$ cat src/core/scsm_pkg.sv
// shared constants and types for the self-test clock and scan steering
package scsm_pkg;

   // serial access data register layout
   localparam int unsigned DR_W         = 16;
   localparam int unsigned DR_MODE_BIT  = 0;
   localparam int unsigned DR_RUN_BIT   = 1;
   localparam int unsigned DR_DONE_BIT  = 2;
   localparam int unsigned DR_PAT_LSB   = 8;
   localparam int unsigned DR_PAT_W     = 8;
   localparam logic [15:0] DR_RST       = 16'h0000;

   // self-test sequencer timing, in self-test clock periods or clk cycles
   localparam logic [7:0]  SHIFT_LEN    = 8'h20;
   localparam logic [7:0]  CAP_CYC      = 8'h04;
   localparam logic [7:0]  DEAD_CYC     = 8'h08;

   // controller end register map, byte addresses
   localparam logic [7:0]  A_CMD        = 8'h00;
   localparam logic [7:0]  A_WDATA      = 8'h04;
   localparam logic [7:0]  A_RDATA      = 8'h08;
   localparam logic [7:0]  A_STAT       = 8'h0c;
   localparam logic [7:0]  A_CCFG       = 8'h10;
   localparam int unsigned CMD_LEN_LSB  = 0;
   localparam int unsigned CMD_LEN_W    = 6;
   localparam int unsigned CMD_START    = 8;
   localparam int unsigned CMD_TLR      = 9;
   localparam int unsigned CMD_DEC      = 10;
   localparam int unsigned CMD_GATED    = 11;
   localparam int unsigned CCFG_W       = 4;
   localparam logic [31:0] CMD_RST      = 32'h0000_0000;
   localparam logic [3:0]  CCFG_RST     = 4'h2;

   typedef enum logic [2:0] {
      ST_IDLE  = 3'b000,
      ST_SHIFT = 3'b001,
      ST_PRE   = 3'b010,
      ST_CAP   = 3'b011,
      ST_POST  = 3'b100
   } scsm_st_t;

   typedef enum logic [1:0] {
      TS_IDLE  = 2'b00,
      TS_CAP   = 2'b01,
      TS_SHIFT = 2'b10,
      TS_UPD   = 2'b11
   } scsm_tap_st_t;

endpackage : scsm_pkg

$ cat src/core/scsm_if.sv
// link between the steering device and the clock controller / tap end
`timescale 1ns/10ps
interface scsm_if;
   logic tck;
   logic tap_si;
   logic tap_so;
   logic cap_dr;
   logic sh_dr;
   logic upd_dr;
   logic tlr;
   logic instr_dec;
   logic cc_shift_clk;
   logic cc_shift_clk_en;
   logic cc_scan_en;
   logic cc_clkout;

   modport dev (
      input  tck,
      input  tap_si,
      output tap_so,
      input  cap_dr,
      input  sh_dr,
      input  upd_dr,
      input  tlr,
      input  instr_dec,
      output cc_shift_clk,
      output cc_shift_clk_en,
      output cc_scan_en,
      input  cc_clkout
   );

   modport ctl (
      output tck,
      output tap_si,
      input  tap_so,
      output cap_dr,
      output sh_dr,
      output upd_dr,
      output tlr,
      output instr_dec,
      input  cc_shift_clk,
      input  cc_shift_clk_en,
      input  cc_scan_en,
      output cc_clkout
   );
endinterface : scsm_if

$ cat src/core/scsm_dev.sv
// steering device: self-test sequencer, clock and scan-enable muxes, access network
//
// Local design decisions: the APB register port and the address map.
`timescale 1ns/10ps
module scsm_dev
(
   input  wire logic clk,
   input  wire logic rst,
   input  wire logic cmp_clk_in,
   input  wire logic top_shift_clk,
   input  wire logic atpg_scan_en,
   input  wire logic atpg_shift_clk_en,
   input  wire logic cmp_update_in,
   input  wire logic cmp_bypass_in,
   input  wire logic cmp_lowpow_in,
   output wire logic cmp_update,
   output wire logic cmp_bypass,
   output wire logic cmp_lowpow,
   output wire logic cmp_clk,
   output wire logic chain_clk,
   output wire logic sig_clk,
   output wire logic st_scan_en,
   output wire logic st_mode,
   output wire logic st_busy,
   scsm_if.dev       lnk
);

   // period counter end test, shared by every phase
   function automatic logic cnt_last(input logic [7:0] cnt, input logic [7:0] lim);
      cnt_last = (cnt == (lim - 8'h01));
   endfunction : cnt_last

   logic                  tck_q_ff;
   logic [15:0]           dr_ff;
   logic                  sib_sh_ff;
   logic                  sib_open_ff;
   logic                  pipe_ff;
   logic                  mode_ff;
   logic                  done_ff;
   scsm_pkg::scsm_st_t    st_ff;
   scsm_pkg::scsm_st_t    nxt_st;
   logic [7:0]            cnt_ff;
   logic [7:0]            nxt_cnt;
   logic [7:0]            pat_ff;
   logic [7:0]            nxt_pat;
   logic                  st_clk_ff;
   logic                  scan_en_ff;
   logic                  cap_en_ff;

   // access strobes are sampled on rising edges of the tap clock
   wire        tck_rise  = lnk.tck & ~tck_q_ff;
   wire        tap_go    = tck_rise & lnk.instr_dec & ~lnk.tlr;
   wire        tap_rst   = tck_rise & lnk.tlr;
   wire        do_cap    = tap_go & lnk.cap_dr;
   wire        do_shift  = tap_go & ~lnk.cap_dr & lnk.sh_dr;
   wire        do_upd    = tap_go & ~lnk.cap_dr & ~lnk.sh_dr & lnk.upd_dr;
   wire        upd_seg   = do_upd & sib_open_ff;
   wire        idle      = (st_ff == scsm_pkg::ST_IDLE);
   wire [7:0]  pat_req   = dr_ff[scsm_pkg::DR_PAT_LSB +: scsm_pkg::DR_PAT_W];
   wire        start     = upd_seg & idle & dr_ff[scsm_pkg::DR_RUN_BIT]
                           & dr_ff[scsm_pkg::DR_MODE_BIT] & (pat_req != 8'h00);
   wire [15:0] stat_w    = {pat_ff, 5'h00, done_ff, ~idle, mode_ff};
   wire        seg_out   = sib_open_ff ? dr_ff[0] : lnk.tap_si;

   // segment sits between scan-in and the insertion bit
   wire [15:0] nxt_dr    = do_cap   ? stat_w :
                           do_shift ? {lnk.tap_si, dr_ff[15:1]} : dr_ff;

   always_ff @(posedge clk or posedge rst)
   begin
      if (rst)
      begin
         tck_q_ff    <= 1'b0;
         dr_ff       <= scsm_pkg::DR_RST;
         sib_sh_ff   <= 1'b0;
         sib_open_ff <= 1'b0;
         pipe_ff     <= 1'b0;
      end
      else if (tap_rst)
      begin
         tck_q_ff    <= lnk.tck;
         dr_ff       <= scsm_pkg::DR_RST;
         sib_sh_ff   <= 1'b0;
         sib_open_ff <= 1'b0;
         pipe_ff     <= 1'b0;
      end
      else
      begin
         tck_q_ff <= lnk.tck;
         if (sib_open_ff)
         begin
            dr_ff <= nxt_dr;
         end
         if (do_cap)
         begin
            sib_sh_ff <= sib_open_ff;
         end
         if (do_shift)
         begin
            sib_sh_ff <= seg_out;
            // retiming stage for a tap that re-registers its serial output
            pipe_ff   <= sib_sh_ff;
         end
         if (do_upd)
         begin
            sib_open_ff <= sib_sh_ff;
         end
      end
   end

   assign lnk.tap_so = pipe_ff;

   // mode moves only while the sequencer is stopped, so no shift is cut short
   always_ff @(posedge clk or posedge rst)
   begin
      if (rst)
      begin
         mode_ff <= 1'b0;
         done_ff <= 1'b0;
      end
      else
      begin
         if (upd_seg && idle)
         begin
            mode_ff <= dr_ff[scsm_pkg::DR_MODE_BIT];
         end
         // finishing wins over the clear by a new start
         if (st_ff == scsm_pkg::ST_POST && cnt_last(cnt_ff, scsm_pkg::DEAD_CYC)
             && pat_ff == 8'h00)
         begin
            done_ff <= 1'b1;
         end
         else if (start)
         begin
            done_ff <= 1'b0;
         end
      end
   end

   // self-test sequencer: shift, dead cycles, capture, dead cycles
   always_comb
   begin
      nxt_st  = st_ff;
      nxt_cnt = cnt_ff;
      nxt_pat = pat_ff;
      case (st_ff)
         scsm_pkg::ST_IDLE:
         begin
            nxt_cnt = 8'h00;
            if (start)
            begin
               nxt_st  = scsm_pkg::ST_SHIFT;
               nxt_pat = pat_req;
            end
         end
         scsm_pkg::ST_SHIFT:
         begin
            if (st_clk_ff)
            begin
               nxt_cnt = cnt_ff + 8'h01;
               if (cnt_last(cnt_ff, scsm_pkg::SHIFT_LEN))
               begin
                  nxt_st  = scsm_pkg::ST_PRE;
                  nxt_cnt = 8'h00;
               end
            end
         end
         scsm_pkg::ST_PRE:
         begin
            nxt_cnt = cnt_ff + 8'h01;
            if (cnt_last(cnt_ff, scsm_pkg::DEAD_CYC))
            begin
               nxt_st  = scsm_pkg::ST_CAP;
               nxt_cnt = 8'h00;
            end
         end
         scsm_pkg::ST_CAP:
         begin
            nxt_cnt = cnt_ff + 8'h01;
            if (cnt_last(cnt_ff, scsm_pkg::CAP_CYC))
            begin
               nxt_st  = scsm_pkg::ST_POST;
               nxt_cnt = 8'h00;
               nxt_pat = pat_ff - 8'h01;
            end
         end
         scsm_pkg::ST_POST:
         begin
            nxt_cnt = cnt_ff + 8'h01;
            if (cnt_last(cnt_ff, scsm_pkg::DEAD_CYC))
            begin
               nxt_cnt = 8'h00;
               nxt_st  = (pat_ff == 8'h00) ? scsm_pkg::ST_IDLE : scsm_pkg::ST_SHIFT;
            end
         end
         default:
         begin
            nxt_st  = scsm_pkg::ST_IDLE;
            nxt_cnt = 8'h00;
         end
      endcase
   end

   wire nxt_shift = (nxt_st == scsm_pkg::ST_SHIFT);
   // low from the dead cycles before capture until capture ends
   wire nxt_se    = ~((nxt_st == scsm_pkg::ST_PRE) | (nxt_st == scsm_pkg::ST_CAP));

   always_ff @(posedge clk or posedge rst)
   begin
      if (rst)
      begin
         st_ff      <= scsm_pkg::ST_IDLE;
         cnt_ff     <= 8'h00;
         pat_ff     <= 8'h00;
         st_clk_ff  <= 1'b0;
         scan_en_ff <= 1'b1;
         cap_en_ff  <= 1'b0;
      end
      else
      begin
         st_ff      <= nxt_st;
         cnt_ff     <= nxt_cnt;
         pat_ff     <= nxt_pat;
         // clock only toggles in shift, parked low on every other state
         st_clk_ff  <= nxt_shift & (st_ff == scsm_pkg::ST_SHIFT) & ~st_clk_ff;
         scan_en_ff <= nxt_se;
         cap_en_ff  <= (nxt_st == scsm_pkg::ST_CAP);
      end
   end

   wire st_clk_en = (st_ff == scsm_pkg::ST_SHIFT);

   // clock controller inputs, steered by the single mode select
   assign lnk.cc_scan_en      = mode_ff ? ~cap_en_ff : atpg_scan_en;
   assign lnk.cc_shift_clk    = mode_ff ? st_clk_ff : cmp_clk_in;
   assign lnk.cc_shift_clk_en = mode_ff ? st_clk_en : atpg_shift_clk_en;

   // compression controls never pass through the sequencer
   assign cmp_update = cmp_update_in;
   assign cmp_bypass = cmp_bypass_in;
   assign cmp_lowpow = cmp_lowpow_in;

   assign sig_clk    = st_clk_ff & st_clk_en;
   assign cmp_clk    = mode_ff ? sig_clk : cmp_clk_in;

   // capture pulses always come back from the clock controller
   assign chain_clk  = mode_ff ? (scan_en_ff ? st_clk_ff : lnk.cc_clkout)
                               : (atpg_scan_en ? top_shift_clk : lnk.cc_clkout);

   assign st_scan_en = scan_en_ff;
   assign st_mode    = mode_ff;
   assign st_busy    = ~idle;

endmodule : scsm_dev

$ cat src/flat_wrapper.sv
// flat-port wrapper written by rule: the top's interface ports become plain ports
module scsm_dev_flat 
  (clk, rst, cmp_clk_in, top_shift_clk, atpg_scan_en, atpg_shift_clk_en, cmp_update_in, cmp_bypass_in, cmp_lowpow_in, cmp_update, cmp_bypass, cmp_lowpow, cmp_clk, chain_clk, sig_clk, st_scan_en, st_mode, st_busy, lnk_tck, lnk_tap_si, lnk_tap_so, lnk_cap_dr, lnk_sh_dr, lnk_upd_dr, lnk_tlr, lnk_instr_dec, lnk_cc_shift_clk, lnk_cc_shift_clk_en, lnk_cc_scan_en, lnk_cc_clkout);
  scsm_if lnk_i ();
  input  wire logic clk;
  input  wire logic rst;
  input  wire logic cmp_clk_in;
  input  wire logic top_shift_clk;
  input  wire logic atpg_scan_en;
  input  wire logic atpg_shift_clk_en;
  input  wire logic cmp_update_in;
  input  wire logic cmp_bypass_in;
  input  wire logic cmp_lowpow_in;
  output wire logic cmp_update;
  output wire logic cmp_bypass;
  output wire logic cmp_lowpow;
  output wire logic cmp_clk;
  output wire logic chain_clk;
  output wire logic sig_clk;
  output wire logic st_scan_en;
  output wire logic st_mode;
  output wire logic st_busy;
  input wire logic [$bits(lnk_i.tck)-1:0] lnk_tck;
  input wire logic [$bits(lnk_i.tap_si)-1:0] lnk_tap_si;
  output wire logic [$bits(lnk_i.tap_so)-1:0] lnk_tap_so;
  input wire logic [$bits(lnk_i.cap_dr)-1:0] lnk_cap_dr;
  input wire logic [$bits(lnk_i.sh_dr)-1:0] lnk_sh_dr;
  input wire logic [$bits(lnk_i.upd_dr)-1:0] lnk_upd_dr;
  input wire logic [$bits(lnk_i.tlr)-1:0] lnk_tlr;
  input wire logic [$bits(lnk_i.instr_dec)-1:0] lnk_instr_dec;
  output wire logic [$bits(lnk_i.cc_shift_clk)-1:0] lnk_cc_shift_clk;
  output wire logic [$bits(lnk_i.cc_shift_clk_en)-1:0] lnk_cc_shift_clk_en;
  output wire logic [$bits(lnk_i.cc_scan_en)-1:0] lnk_cc_scan_en;
  input wire logic [$bits(lnk_i.cc_clkout)-1:0] lnk_cc_clkout;
  assign lnk_i.tck = lnk_tck;
  assign lnk_i.tap_si = lnk_tap_si;
  assign lnk_tap_so = lnk_i.tap_so;
  assign lnk_i.cap_dr = lnk_cap_dr;
  assign lnk_i.sh_dr = lnk_sh_dr;
  assign lnk_i.upd_dr = lnk_upd_dr;
  assign lnk_i.tlr = lnk_tlr;
  assign lnk_i.instr_dec = lnk_instr_dec;
  assign lnk_cc_shift_clk = lnk_i.cc_shift_clk;
  assign lnk_cc_shift_clk_en = lnk_i.cc_shift_clk_en;
  assign lnk_cc_scan_en = lnk_i.cc_scan_en;
  assign lnk_i.cc_clkout = lnk_cc_clkout;
  scsm_dev u_core (.clk(clk), .rst(rst), .cmp_clk_in(cmp_clk_in), .top_shift_clk(top_shift_clk), .atpg_scan_en(atpg_scan_en), .atpg_shift_clk_en(atpg_shift_clk_en), .cmp_update_in(cmp_update_in), .cmp_bypass_in(cmp_bypass_in), .cmp_lowpow_in(cmp_lowpow_in), .cmp_update(cmp_update), .cmp_bypass(cmp_bypass), .cmp_lowpow(cmp_lowpow), .cmp_clk(cmp_clk), .chain_clk(chain_clk), .sig_clk(sig_clk), .st_scan_en(st_scan_en), .st_mode(st_mode), .st_busy(st_busy), .lnk(lnk_i));
endmodule
$ cat config.mk
export PLATFORM = sky130hd
export DESIGN_NAME = scsm_dev_flat
export DESIGN_NICKNAME = d
export VERILOG_FILES = /design/src/core/scsm_pkg.sv /design/src/core/scsm_if.sv /design/src/core/scsm_dev.sv /design/src/flat_wrapper.sv
export SDC_FILE = /design/constraint.sdc
export NUM_CORES = 1
export LEC_CHECK = 0
export BUFFER_PORTS_ARGS = -buffer_cell sky130_fd_sc_hd__buf_2
export CAP_MARGIN = 20
export CELL_PAD_IN_SITES_DETAIL_PLACEMENT = 1
export CELL_PAD_IN_SITES_GLOBAL_PLACEMENT = 1
export CORE_MARGIN = 2
export CORE_UTILIZATION = 47
export DETAILED_ROUTE_END_ITERATION = 12
export PLACE_DENSITY = 0.82
export SYNTH_ARGS = -nofsm -noshare
export SYNTH_HDL_FRONTEND = slang
export SYNTH_SLANG_ARGS = --single-unit
$ cat constraint.sdc
create_clock -name clk -period 3.1 [get_ports clk]
set_input_delay 0.155 -clock clk [delete_from_list [all_inputs] [get_ports clk]]
set_output_delay 0.155 -clock clk [all_outputs]
set_load 0.03 [all_outputs]
==> metrics.txt <==
Chip Height=77.3 um; Cell variety after synth=52; max-cap violations=0; TritonCTS Buffers=5; asr flop ratio synth=100%; Setup Crit Path Kind=reg2reg; internal power=835 uW; total track usage=23.2%; residual DRC count=0; Clk Tree Root Cell=clkbuf_8; WL final=6360 um; largest net degree at the start of global routing=45; peak supply drop=0.000251 V; global-route wire length before repair=11,200 um; HP Class=in2async; Final Instance Area=0.00275 mm2; most common cell in the netlist=nand2_1; vias after detailed routing=2,201; switch share=27.4%; number of port buffers=23; IO Pins=30; hold_ws=-0.0132 ns; cells along the critical path=nand3b_1, or3_4, a21boi_4, a21oi_1, a2bb2oi_1; Slew Limit Fails=0; Clock Skew=0.0130 ns; CP max FO=14; clock network fraction of total power=33.4%; Net Sw Power=315 uW; CTS tree=done; fraction of layout cells with a size suffix above 1=14.6%; Die W=77.3 um; Pre-Repair DR Iteration Count=4; vias in the first global route=2,292; Crit path largest cell delay=0.54 ns; Yosys warning total=0; Top FF cell, synth=dfrtp_1; total power=1150 uW; crit start category=register; RSZ-0062 raised after global routing=no; synth top area cells=dfrtp_1 43%, nand2_1 6.5%, mux2i_1 4.8%; Skew-Pair Late Insertion Delay=0.30 ns; post-layout min period=2.14 ns; Post-synth top cells=44 x nand2_1, 43 x dfrtp_1, 24 x nor2_1; Post-synth EDFFs=0; clk buf depth=2; Gate power share=10.7%; CP endpoint kind=register; Arrival @ worst endpoint=2.37 ns; Buf/Inv on CP=0; final worst-path cycle share=69.2%; final setup TNS=0 ns; initial antenna violation count=0; slew margin rel.=54.7%; fmax=466 MHz; Final setup viols=0; drt wl/cell=17.1 um; status=finished, violations left; DP HPWL=4490 um; floorplan row count=26; number of clock sinks=44; Reg power frac=55.9%; Hold Buf Count CTS=1; clk slew on worst S/H paths=0.09 ns; Vias per Instance=5.92; die area=0.00597 mm2; Synth top area share=42.7%; Mapped Nets=307; Worst Path Required=3.33 ns; ant diodes=0; final hold violations=20; initial DRC count=99; Synth Area per Inst=8.79 um2; Worst path slowest cell=dfrtp_1; Pwr per Cell Area=418 mW/mm2; DP Area=0.00265 mm2; post-synth top area cell=dfrtp_1; CP delay by family, top=simple AND/OR/NAND/NOR gates; Initial Util=49.1%; GP Congestion=0.825; Yosys reg bits=44; Post-DRT Antenna Nets=0; Pleak=0.00130 uW; postcts setup bufs=0; post-synthesis sequential area ratio=43.7%; Netlist Area Pre-Place=0.00252 mm2; flop2flop setup slack=0.96 ns; H-tree depth=2; failing checks=hold timing; grt total ovfl=0; core box area=0.00514 mm2; Resized Gates After CTS=0; area grow syn2layout=8.98%; # nets final=321; cell count after synthesis=287; Worst-Margin Slew=0.674 ns
## cells by family (layout without fill, tap and decap cells)
family,after synthesis,after routing,synth area share [%]
buf+inv,33,48,6.05
compound gates,75,75,19.4
fa+ha+maj,3,3,1.49
xor+xnor,2,2,0.695
mux,13,13,5.21
simple gates,117,117,23.4
flops,44,44,43.7
## power groups by stage
stage          combinational, uW  clock [uW]  sequential (uW)
4_1_cts                      124         387              643
6_report                     123         384              643
3_3_place_gp                 117           0              653
3_5_place_dp                 122           0              654
2_1_floorplan               95.8           0              640
5_1_grt                      143         411              648
## cells in the final DEF, fill, tap and decap left out, types with 3 or more instances in the layout
master	Yosys	final
nor3_1	9	9
o22ai_1	5	5
buf_4	3	3
mux2i_1	12	12
a2bb2oi_1	3	3
nand2b_1	3	3
inv_1	13	12
a31oi_1	3	3
or3_1	3	3
nand2_1	44	44
nor4b_1	4	4
clkbuf_8	0	6
o21ai_1	7	7
nor2_1	24	23
nor4_1	3	3
nor2b_1	4	4
a21oi_1	16	16
o21ai_0	14	14
buf_2	2	23
ha_1	3	3
dfrtp_1	43	43
nand3_1	8	8
o31ai_1	12	12
## metrics by stage
step | worst slack, ns | hold slack [ns] | util [%] | cells
global route | 0.735 | 0.0451 | 53.5 | 372
finish | 0.956 | -0.0132 | 53.5 | 372
detailed placement | 0.968 | 0.295 | 51.5 | 363
floorplan | 1.10 | 0.186 | - | 287
global placement | 1.06 | 0.295 | 51.5 | 363
CTS | 0.938 | 0.00757 | 53.5 | 372
## path summary, 6_finish.rpt
kind	cells after the start	start	end
max in group asynchronous	3	rst	u_core.dr_ff[0]
worst max register to register	5	u_core.st_ff[2]	u_core.pat_ff[7]
worst min register to register	2	u_core.dr_ff[2]	u_core.dr_ff[2]
worst min-delay path	3	rst	u_core.lnk.tap_so
min in group clk	3	lnk_tap_si	u_core.sib_sh_ff
worst max-delay path	5	u_core.st_ff[2]	u_core.pat_ff[7]
## worst reg2reg max path: cells and delay by family (launching register included)
family           cells  cell delay [ns]
AND/OR/NAND/NOR      2             1.02
flip-flops           1             0.54
AO/OA/AOI/OAI        3             0.52
## layer usage
metal	up-vias	share of wire (%)	track usage [%]
li1	1047	-	-
met1	1111	49	32.2
met2	35	48	38.5
met3	8	2.3	3.29
met4	0	1.1	5.00
met5	-	0	0
## cell type report
type	instances	area [um2]
fill	662	2390
clock inverter	2	10.0
inverter	13	48.8
clock buffer	6	82.6
tap	70	87.6
multi-input combinational	210	1270
timing repair buffer	27	148
sequential	44	1100
## sequential cells by signal (all words and copies together) (netlist names)
register and cells:
u_core.tck_q_ff 1, u_core.pat_ff 8, u_core.cap_en_ff 1, u_core.st_ff 3
u_core.sib_open_ff 1, u_core.st_mode 1, u_core.sib_sh_ff 1, u_core.st_clk_ff 1
u_core.dr_ff 16, u_core.lnk.tap_so 1, u_core.st_scan_en 1, u_core.cnt_ff 8
u_core.done_ff 1
(Power assumes the default switching activity.)
